$ cat config.mk
export PLATFORM = sky130hd
export DESIGN_NAME = cfsf_func_state
export DESIGN_NICKNAME = d
export VERILOG_FILES = /design/src/hdl/cfsf_pkg.sv /design/src/hdl/cfsf_sticky_bits.sv /design/src/hdl/cfsf_func_state.sv
export SDC_FILE = /design/constraint.sdc
export NUM_CORES = 1
export LEC_CHECK = 0
export ABC_AREA = 0
export BUFFER_PORTS_ARGS = -buffer_cell sky130_fd_sc_hd__clkbuf_2
export CORE_ASPECT_RATIO = 1.75
export CORE_MARGIN = 3
export CORE_UTILIZATION = 43
export DETAILED_ROUTE_END_ITERATION = 12
export PLACE_DENSITY = 0.81
export SLEW_MARGIN = 20
export SYNTH_ARGS = -nofsm -noshare
export SYNTH_HDL_FRONTEND = slang
export SYNTH_SLANG_ARGS = --single-unit
export TNS_END_PERCENT = 50
$ cat constraint.sdc
create_clock -name i_sys_clk -period 2.3 [get_ports i_sys_clk]
set_clock_uncertainty 0.05 [all_clocks]
set_input_delay 0.115 -clock i_sys_clk [delete_from_list [all_inputs] [get_ports i_sys_clk]]
set_output_delay 0.115 -clock i_sys_clk [all_outputs]
set_load 0.01 [all_outputs]
$ cat src/hdl/cfsf_pkg.sv
// Shared constants and carrier types for the function state/force block
package cfsf_pkg;

    localparam int ADR_W = 12;
    localparam int DAT_W = 32;
    localparam int SYNC_STAGES = 3;

    // Register byte offsets
    localparam logic [11:0] OFS_EVENT = 12'h0F0;
    localparam logic [11:0] OFS_EVMASK = 12'h0F4;
    localparam logic [11:0] OFS_PRESENT = 12'h0F8;
    localparam logic [11:0] OFS_FORCE = 12'h0FC;
    localparam logic [11:0] OFS_CTRL = 12'h100;
    localparam logic [11:0] OFS_IRQ_STS = 12'h104;
    localparam logic [11:0] OFS_IRQ_MSK = 12'h108;

    // Field positions of the function registers
    localparam int BIT_FUNCTION_INTERRUPT_FLAG = 15;
    localparam int BIT_WKUP = 14;
    localparam int BIT_GENERAL_WAKEUP_FLAG = 4;
    localparam logic [31:0] FUNC_USED = 32'h0000_C010;

    // Control register: card mode enable and function register enable
    localparam int CTRL_CARD_EN = 3;
    localparam int CTRL_FUNC_EN = 1;

    // Block interrupt status/mask bits
    localparam int IRQ_N = 3;
    localparam int IRQ_PRES_FUNCTION_INTERRUPT_FLAG = 0;
    localparam int IRQ_PRES_GENERAL_WAKEUP_FLAG = 1;
    localparam int IRQ_FORCED = 2;

    // Reset values
    localparam logic [1:0] CTRL_RST = 2'h0;
    localparam logic [2:0] EVMASK_RST = 3'h0;
    localparam logic [IRQ_N-1:0] IRQ_MSK_RST = 3'h0;
    localparam logic [DAT_W-1:0] RDAT_RST = 32'h0000_0000;

    typedef struct packed {
        logic cyc;
        logic stb;
        logic we;
        logic [ADR_W-1:0] adr;
        logic [3:0] sel;
        logic [DAT_W-1:0] dat;
    } cfsf_wb_req_t;

    typedef struct packed {
        logic ack;
        logic [DAT_W-1:0] dat;
    } cfsf_wb_rsp_t;

    typedef struct packed {
        logic function_interrupt_flag;
        logic general_wakeup_flag;
    } cfsf_func_t;

endpackage : cfsf_pkg

$ cat src/hdl/cfsf_sticky_bits.sv
// Sticky flag bank: hardware set beats write-one-to-clear
`timescale 1ns/10ps

module cfsf_sticky_bits #(
    parameter int W = 2
) (
    input wire logic i_sys_clk,
    input wire logic i_resetn,
    input wire logic i_clk_en,
    input wire logic i_sync_clr,
    input wire logic [W-1:0] i_set,
    input wire logic [W-1:0] i_clr,
    output logic [W-1:0] o_q
);

    logic [W-1:0] flag_q;
    logic [W-1:0] flag_d;

    initial begin
        if (W < 1) $error("cfsf_sticky_bits: W must be at least 1");
    end

    always_comb begin
        flag_d = flag_q;
        if (i_clk_en) begin
            // Set listed last so a same-cycle event survives the clear
            flag_d = i_sync_clr ? '0 : (flag_q & ~i_clr);
            flag_d = flag_d | i_set;
        end
    end

    always_ff @(posedge i_sys_clk or negedge i_resetn) begin
        if (!i_resetn) begin
            flag_q <= '0;
        end else begin
            flag_q <= flag_d;
        end
    end

    assign o_q = flag_q;
endmodule : cfsf_sticky_bits

$ cat src/hdl/cfsf_func_state.sv
// Function present-state and force-event registers behind a Wishbone slave
//
// Added by the designer: the Wishbone interface to the registers.
`timescale 1ns/10ps

module cfsf_func_state #(
    parameter int ISR_W = 16
) (
    input wire logic i_sys_clk,
    input wire logic i_resetn,
    input wire logic i_clk_en,
    input wire logic i_hw_rst_pin_n,
    input wire cfsf_pkg::cfsf_wb_req_t i_wb,
    output cfsf_pkg::cfsf_wb_rsp_t o_wb,
    input wire logic [ISR_W-1:0] i_interrupt_status_register,
    input wire logic i_pme_status,
    output logic o_func_int,
    output logic o_card_status_change_pin,
    output logic o_irq
);

    initial begin
        if (ISR_W < 1 || ISR_W > 32) $error("cfsf_func_state: ISR_W must be 1..32");
    end

    function automatic logic hit(input logic [11:0] adr, input logic [11:0] ofs);
        hit = (adr[11:2] == ofs[11:2]);
    endfunction : hit

    function automatic logic [31:0] func_word(input logic function_interrupt_flag, input logic general_wakeup_flag);
        func_word = '0;
        func_word[cfsf_pkg::BIT_FUNCTION_INTERRUPT_FLAG] = function_interrupt_flag;
        func_word[cfsf_pkg::BIT_GENERAL_WAKEUP_FLAG] = general_wakeup_flag;
    endfunction : func_word

    // Reset pin synchroniser: a level counts once stages two and three agree
    logic [cfsf_pkg::SYNC_STAGES-1:0] pin_q;
    logic hw_rst_q;
    logic hw_rst_d;

    always_comb begin
        hw_rst_d = hw_rst_q;
        if (pin_q[1] == pin_q[2]) begin
            hw_rst_d = ~pin_q[2];
        end
    end

    always_ff @(posedge i_sys_clk or negedge i_resetn) begin
        if (!i_resetn) begin
            pin_q <= '1;
            hw_rst_q <= 1'b0;
        end else if (i_clk_en) begin
            pin_q <= {pin_q[1:0], i_hw_rst_pin_n};
            hw_rst_q <= hw_rst_d;
        end
    end

    // Bus slave: ack one cycle after the request, write lands on the ack edge
    logic ack_q;
    logic ack_d;
    logic [31:0] rdat_q;
    logic [31:0] rdat_d;
    logic wr;
    logic en;

    cfsf_pkg::cfsf_func_t present_q;
    cfsf_pkg::cfsf_func_t present_d;
    logic [1:0] ev_q;
    logic [1:0] ev_set;
    logic [1:0] ev_clr;
    logic [2:0] evmask_q;
    logic [2:0] evmask_d;
    logic [1:0] ctrl_q;
    logic [1:0] ctrl_d;
    logic [cfsf_pkg::IRQ_N-1:0] sts_q;
    logic [cfsf_pkg::IRQ_N-1:0] sts_set;
    logic [cfsf_pkg::IRQ_N-1:0] sts_clr;
    logic [cfsf_pkg::IRQ_N-1:0] msk_q;
    logic [cfsf_pkg::IRQ_N-1:0] msk_d;
    logic func_int_d;
    logic wake_d;
    logic irq_d;
    logic func_int_q;
    logic wake_q;
    logic irq_q;
    logic wr_force;
    logic wr_event;
    logic lane0;
    logic lane1;

    assign en = ctrl_q[1] & ctrl_q[0];
    assign wr = i_clk_en & i_wb.cyc & i_wb.stb & i_wb.we & ack_q;
    assign lane0 = i_wb.sel[0];
    assign lane1 = i_wb.sel[1];
    assign wr_force = wr & en & hit(i_wb.adr, cfsf_pkg::OFS_FORCE);
    assign wr_event = wr & en & hit(i_wb.adr, cfsf_pkg::OFS_EVENT);

    always_comb begin
        ack_d = i_wb.cyc & i_wb.stb & ~ack_q;
        rdat_d = rdat_q;
        if (ack_d) begin
            rdat_d = '0;
            if (hit(i_wb.adr, cfsf_pkg::OFS_EVENT) && en) begin
                rdat_d = func_word(ev_q[1], ev_q[0]);
            end else if (hit(i_wb.adr, cfsf_pkg::OFS_EVMASK) && en) begin
                rdat_d = func_word(evmask_q[2], evmask_q[0]);
                rdat_d[cfsf_pkg::BIT_WKUP] = evmask_q[1];
            end else if (hit(i_wb.adr, cfsf_pkg::OFS_PRESENT) && en) begin
                rdat_d = func_word(present_q.function_interrupt_flag, present_q.general_wakeup_flag);
            end else if (hit(i_wb.adr, cfsf_pkg::OFS_CTRL)) begin
                rdat_d[cfsf_pkg::CTRL_CARD_EN] = ctrl_q[1];
                rdat_d[cfsf_pkg::CTRL_FUNC_EN] = ctrl_q[0];
            end else if (hit(i_wb.adr, cfsf_pkg::OFS_IRQ_STS)) begin
                rdat_d[cfsf_pkg::IRQ_N-1:0] = sts_q;
            end else if (hit(i_wb.adr, cfsf_pkg::OFS_IRQ_MSK)) begin
                rdat_d[cfsf_pkg::IRQ_N-1:0] = msk_q;
            end
        end
    end

    always_ff @(posedge i_sys_clk or negedge i_resetn) begin
        if (!i_resetn) begin
            ack_q <= 1'b0;
            rdat_q <= cfsf_pkg::RDAT_RST;
        end else if (i_clk_en) begin
            ack_q <= ack_d;
            rdat_q <= rdat_d;
        end
    end

    assign o_wb.ack = ack_q;
    assign o_wb.dat = rdat_q;

    // Present state follows live sources only; a write to it has no path in
    always_comb begin
        present_d.function_interrupt_flag = |i_interrupt_status_register;
        present_d.general_wakeup_flag = i_pme_status;
    end

    // Power-on reset only: the pin reset must not touch these
    always_ff @(posedge i_sys_clk or negedge i_resetn) begin
        if (!i_resetn) begin
            present_q <= '0;
        end else if (i_clk_en) begin
            present_q <= present_d;
        end
    end

    // Event flags: force writes of 1 set, event writes of 1 clear
    always_comb begin
        ev_set = '0;
        ev_clr = '0;
        ev_set[1] = wr_force & lane1 & i_wb.dat[cfsf_pkg::BIT_FUNCTION_INTERRUPT_FLAG];
        ev_set[0] = (wr_force & lane0 & i_wb.dat[cfsf_pkg::BIT_GENERAL_WAKEUP_FLAG])
            | (present_d.general_wakeup_flag & ~present_q.general_wakeup_flag & i_clk_en);
        ev_clr[1] = wr_event & lane1 & i_wb.dat[cfsf_pkg::BIT_FUNCTION_INTERRUPT_FLAG];
        ev_clr[0] = wr_event & lane0 & i_wb.dat[cfsf_pkg::BIT_GENERAL_WAKEUP_FLAG];
    end

    // Pin reset deliberately not wired to the event bank
    cfsf_sticky_bits #(
        .W(2)
    ) u_event (
        .i_sys_clk(i_sys_clk),
        .i_resetn(i_resetn),
        .i_clk_en(i_clk_en),
        .i_sync_clr(1'b0),
        .i_set(ev_set),
        .i_clr(ev_clr),
        .o_q(ev_q)
    );

    // Block-level interrupt causes
    always_comb begin
        sts_set = '0;
        sts_clr = '0;
        sts_set[cfsf_pkg::IRQ_PRES_FUNCTION_INTERRUPT_FLAG] = present_d.function_interrupt_flag & ~present_q.function_interrupt_flag & i_clk_en;
        sts_set[cfsf_pkg::IRQ_PRES_GENERAL_WAKEUP_FLAG] = present_d.general_wakeup_flag & ~present_q.general_wakeup_flag & i_clk_en;
        sts_set[cfsf_pkg::IRQ_FORCED] = |ev_set & wr_force;
        if (wr && hit(i_wb.adr, cfsf_pkg::OFS_IRQ_STS) && lane0) begin
            sts_clr = i_wb.dat[cfsf_pkg::IRQ_N-1:0];
        end
    end

    cfsf_sticky_bits #(
        .W(cfsf_pkg::IRQ_N)
    ) u_irq_sts (
        .i_sys_clk(i_sys_clk),
        .i_resetn(i_resetn),
        .i_clk_en(i_clk_en),
        .i_sync_clr(hw_rst_q),
        .i_set(sts_set),
        .i_clr(sts_clr),
        .o_q(sts_q)
    );

    // Software registers; the event mask survives the pin reset
    always_comb begin
        evmask_d = evmask_q;
        ctrl_d = hw_rst_q ? cfsf_pkg::CTRL_RST : ctrl_q;
        msk_d = hw_rst_q ? cfsf_pkg::IRQ_MSK_RST : msk_q;
        if (wr && en && hit(i_wb.adr, cfsf_pkg::OFS_EVMASK)) begin
            if (lane1) begin
                evmask_d[2] = i_wb.dat[cfsf_pkg::BIT_FUNCTION_INTERRUPT_FLAG];
                evmask_d[1] = i_wb.dat[cfsf_pkg::BIT_WKUP];
            end
            if (lane0) begin
                evmask_d[0] = i_wb.dat[cfsf_pkg::BIT_GENERAL_WAKEUP_FLAG];
            end
        end
        if (wr && lane0 && hit(i_wb.adr, cfsf_pkg::OFS_CTRL)) begin
            ctrl_d = {i_wb.dat[cfsf_pkg::CTRL_CARD_EN], i_wb.dat[cfsf_pkg::CTRL_FUNC_EN]};
        end
        if (wr && lane0 && hit(i_wb.adr, cfsf_pkg::OFS_IRQ_MSK)) begin
            msk_d = i_wb.dat[cfsf_pkg::IRQ_N-1:0];
        end
        func_int_d = en & evmask_q[2] & (present_q.function_interrupt_flag | ev_q[1]);
        wake_d = en & evmask_q[1] & ((evmask_q[0] & ev_q[0]) | (evmask_q[2] & ev_q[1]));
        irq_d = |(sts_q & msk_q);
    end

    always_ff @(posedge i_sys_clk or negedge i_resetn) begin
        if (!i_resetn) begin
            evmask_q <= cfsf_pkg::EVMASK_RST;
            ctrl_q <= cfsf_pkg::CTRL_RST;
            msk_q <= cfsf_pkg::IRQ_MSK_RST;
            func_int_q <= 1'b0;
            wake_q <= 1'b0;
            irq_q <= 1'b0;
        end else if (i_clk_en) begin
            evmask_q <= evmask_d;
            ctrl_q <= ctrl_d;
            msk_q <= msk_d;
            func_int_q <= func_int_d;
            wake_q <= wake_d;
            irq_q <= irq_d;
        end
    end

    assign o_func_int = func_int_q;
    assign o_card_status_change_pin = wake_q;
    assign o_irq = irq_q;

    // Checks
    logic rd_func_q;
    always_ff @(posedge i_sys_clk or negedge i_resetn) begin
        if (!i_resetn) begin
            rd_func_q <= 1'b0;
        end else if (i_clk_en && ack_d) begin
            rd_func_q <= hit(i_wb.adr, cfsf_pkg::OFS_PRESENT) | hit(i_wb.adr, cfsf_pkg::OFS_FORCE);
        end
    end
endmodule : cfsf_func_state

# After elaboration in Yosys (flattened, before gate mapping)
# Cells that the tools add are included.
# totals
ff_bits	55
input_bits	72
out_inout_bits	36
elab_cells	103
# classes
n_eq_ne	8
mux	16
bitwise	43
n_reduce_logical	21
# ops
operator	n
== test 10 x 6 -> 1 bit (second input constant)	4
2-to-1 mux 16 bit	2
== test 10 x 7 -> 1 bit (second input constant)	3
bitwise AND 1 bit	29
2-to-1 mux 3 bit	6
OR reduction 16 bit	1
2-to-1 mux 12 bit	1
logical AND 1 bit	10
AND reduction 2 bit	4
bitwise AND 3 bit	2
AND reduction 3 bit	2
2-to-1 mux 1 bit	4
2-to-1 mux 2 bit	2
2-to-1 mux 4 bit	1
NOT 1 bit	4
nonzero test 2 bit	2
NOT 3 bit	1
OR 1 bit	3
OR 3 bit	1
OR reduction 3 bit	1
bitwise AND 2 bit	1
NOT 2 bit	1
OR 2 bit	1
OR reduction 2 bit	1
== test 1 bit	1

# Depth between registers and ports, before layout
# logic_depth
ltp_word	12
ltp_mapped	5

# By module
# A second synthesis with hierarchy kept.
# hier_totals
cells_unflattened	191
hier_area_um2	1776.7
# by_module_without_submodules
mod	instances	cells_per_inst	area_per_inst_um2	seq_area_each_um2
cfsf_func_state	1	176	1582.8	629.4
cfsf_sticky_bits at u_irq_sts	1	9	116.4	75.1
cfsf_sticky_bits at u_event	1	6	77.6	50.0

# Worst setup path after synthesis
# Ideal clock, no wire load.
# synth_timing
path_kind	register -> register
start	register ctrl_q[1]
end	register u_event.flag_q[0] (netlist: u_event.o_q[0])
setup_time_ns	0.087
t_arrival_ns	1.562
required_ns	2.163
setup_slack_ns	0.601
stages_incl_launch_ff	5
path_buffers	0
period_less_slack_ns	1.699
cell_sequence	dfrtp_1 > nand4_1 > or4_4 > or3_1 > o211ai_1
# synth_via
elab_chain_cells	8
elab_cells_between_ends	12
# synth_rtl
element	line	rtl
start, declared	cfsf_func_state.sv:73	logic [1:0] ctrl_q;
start signal, assigned	cfsf_func_state.sv:225	ctrl_q <= cfsf_pkg::CTRL_RST;
start signal, assigned	cfsf_func_state.sv:232	ctrl_q <= ctrl_d;
bitwise AND 1 bit *	cfsf_func_state.sv:91	assign en = ctrl_q[1] & ctrl_q[0];
bitwise AND 1 bit *	cfsf_func_state.sv:95, cfsf_func_state.sv:96	
bitwise AND 1 bit	cfsf_func_state.sv:96	assign wr_event = wr & en & hit(i_wb.adr, cfsf_pkg::OFS_EVENT);
bitwise AND 1 bit (2 in a row)	cfsf_func_state.sv:157	ev_clr[0] = wr_event & lane0 & i_wb.dat[cfsf_pkg::BIT_GENERAL_WAKEUP_FLAG];
NOT 2 bit	cfsf_sticky_bits.sv:27	flag_d = i_sync_clr ? '0 : (flag_q & ~i_clr);
bitwise AND 2 bit	cfsf_sticky_bits.sv:27	
OR 2 bit *	cfsf_sticky_bits.sv:28	flag_d = flag_d | i_set;
end signal, assigned	cfsf_sticky_bits.sv:36	flag_q <= flag_d;
end, declared	cfsf_sticky_bits.sv:16	logic [W-1:0] flag_q;
# Every way passes the cells marked *; elsewhere a longest branch is shown, timed or not.
# A chain may end at the register's enable or synchronous reset.

# Final worst setup path
# layout_timing
start	register ctrl_q[0]
end	register u_event.flag_q[0] (netlist: u_event.o_q[0])
# The elaborated chain is that of the path after synthesis.

==> metrics.cfg <==
[outcome]
status = finished, final reports clean

[die]
core_um2 = 3740
die-area_um2 = 4800
die_w_um = 53.7
rows = 29
start_util = 0.458
io_pins = 108
die_h_um = 89.5

[yosys]
syn_area_um2 = 1710
synth_top_area_frac = 0.395
synth-edff-count = 0
yosys_warnings = 0
syn_inst = 189
synthTopCellsByCount = dfrtp_1 (27), buf_4 (26), nand2_1 (26), inv_1 (12), nor2_1 (12)
synthArstFlopShare = 1.00
ys_types = 41
synth_seq_area_share = 0.441
syn_area_per_cell_um2 = 9.06
yosysMostFrequentCell = dfrtp_1
synth-seq-cells = 30
synth_ff_type = dfrtp_1
synth.area.top_cells = dfrtp_1 (39%), buf_4 (11%), nand2_1 (5.7%)
yosys.area.top_type = dfrtp_1

[setup_path]
crit_path_start_kind = register
required_ps = 2450
critPathMaxFanout = 5
r2r_cells = 4
critical_path.top_delay_family = simple AND/OR/NAND/NOR gates
cp.depth = 4
crit_buf_inv = 0
cp-end-kind = register
crit_type = reg2reg
cp_slowest_cell = or4_4
worstPathCellList = nand4_1 > or4_4 > or3_1 > o211ai_1
arrival_ps = 2040
cpPeakStageDelay_ps = 550

[drt]
met1_length_mm = 1.26
drcViolationCount = 0
wl_per_cell_um = 13.3
num_vias = 1532
drt_pre_antenna_iters = 4
routed_wl_mm = 3.85
met3_length_um = 338
route.met2.wl_mm = 2.16
ant_nets = 0
via_per_inst = 5.28
highest_layer = met4
drtIter0Drc = 37

[worst_hold_path]
min_path_cells = 2
hold_path_class = in2reg

[cts]
clock_path_buffers = 2
clock_latency_ps = 280
clock_sinks = 30
cts_root_buf = clkbuf_8
clkSlewWorstSetupHoldPaths_ps = 60
cts_max_level = 2
tritoncts = built
post-cts-setup-buffers = 0
cts-buffers-inserted = 5

[global_route]
grt_max_degree = 31
grt_usage = 0.179
antenna_found_initial = 0
grt_pass1_vias = 1484
grt_overflow = 0
grt_pass1_wl_mm = 6.23

[timing]
fmax_mhz = 528
max_slew_margin = 0.505
rsz0062_at_grt = false
worst_pin_slew_ps = 743
setup_tns_ps = 0
finalHoldViolCount = 0
fin_crit_sh = 0.823
period_needed_ps = 1890
slew_viol_final = 0
setup_viol = 0

[placement]
dp_hpwl_mm = 3.19
gp_congestion = 0.902
io_buffers = 53

[cells_and_area]
register_area_um2 = 754
area_delta_synth_final_pct = 17.0
nFillCells = 387
fin_nets = 316
num_antenna_cells = 0
drive_above_1_share = 0.279
multi_input_area_um2 = 787
post-route-util = 0.536

[power]
leakage_nw = 0.970
vdd_drop_max_mv = 0.376
powerDensity_nw_per_um2 = 542

[run]
cap_violations = 0

==> cells by family (layout without fill, tap and decap cells) <==
group           after synthesis  after routing  share of synthesized area
simple gates                 70             70                      0.214
buf+inv                      43             74                      0.152
compound gates               35             35                      0.128
flops                        30             30                      0.441
mux                          10             10                     0.0629
other cells                   1             25                    0.00219
==> where the power goes <==
part	switching, W	internal [W]
Combinational	0.0000864	0.0000505
Clock	0.000182	0.000208
Sequential	0.0000108	0.000548
Total	0.000279	0.000806
==> through the flow <==
stage	power (W)	area, um^2	worst slack (ps)	hold WS [ps]	instances
CTS	0.00109	2000	413	6.01	290
global placement	0.000698	1920	440	159	282
floorplan	0.000668	1800	601	-231	213
global route	0.00114	2000	327	14.9	290
finish	0.00109	2000	407	4.49	290
detailed placement	0.000703	1920	426	166	282
==> cell usage in the layout (no fill, tap or decap), drive strengths merged, types with 4 or more instances in the layout <==
cell,count
dfrtp,27
mux2i,4
conb,25
nand3,5
a21oi,6
nand4,4
mux2,6
nor4,5
inv,12
nand2,26
o21ai,13
clkbuf,60
nor2,12
==> sequential cells by signal (all words and copies together) (netlist names) <==
signal and cells:
rdat_q 7, evmask_q 3, msk_q 3, pin_q 3
u_irq_sts.o_q 3, ctrl_q 2, present_q 2, u_event.o_q 2
ack_q 1, hw_rst_q 1, o_card_status_change_pin 1, o_func_int 1
o_irq 1
==> final cells by class <==
type	instances	share of cell area
flip-flops and latches	30	0.377
multi-input cells	140	0.393
inverters	12	0.0225
repair buffers	55	0.141
well taps	46	0.0287
clock buffers	7	0.0381
==> per-layer routing <==
metal  global-route usage  up-vias
met3               0.0467        9
met2                0.343       80
met1                0.168      717
met5                    0        -
met4               0.0744        0
li1                     -      726
==> path summary, 6_finish.rpt <==
kind / from / endpoint / slack (ps)
min reg2reg: pin_q[2] / pin_q[2] / 420
min: i_wb[14] / evmask_q[1] / 4
max in group asynchronous: i_resetn / evmask_q[0] / 1330
min in group asynchronous: i_resetn / o_card_status_change_pin / 390
max: ctrl_q[0] / u_event.o_q[0] / 410
max reg2reg: ctrl_q[0] / u_event.o_q[0] / 410
==> repair_timing <==
item                       CTS  global route
hold endpoints to repair    27             0
gates resized for setup      0             0
setup endpoints to repair    0             0
hold buffers                 1             0
(Power assumes the default switching activity.)
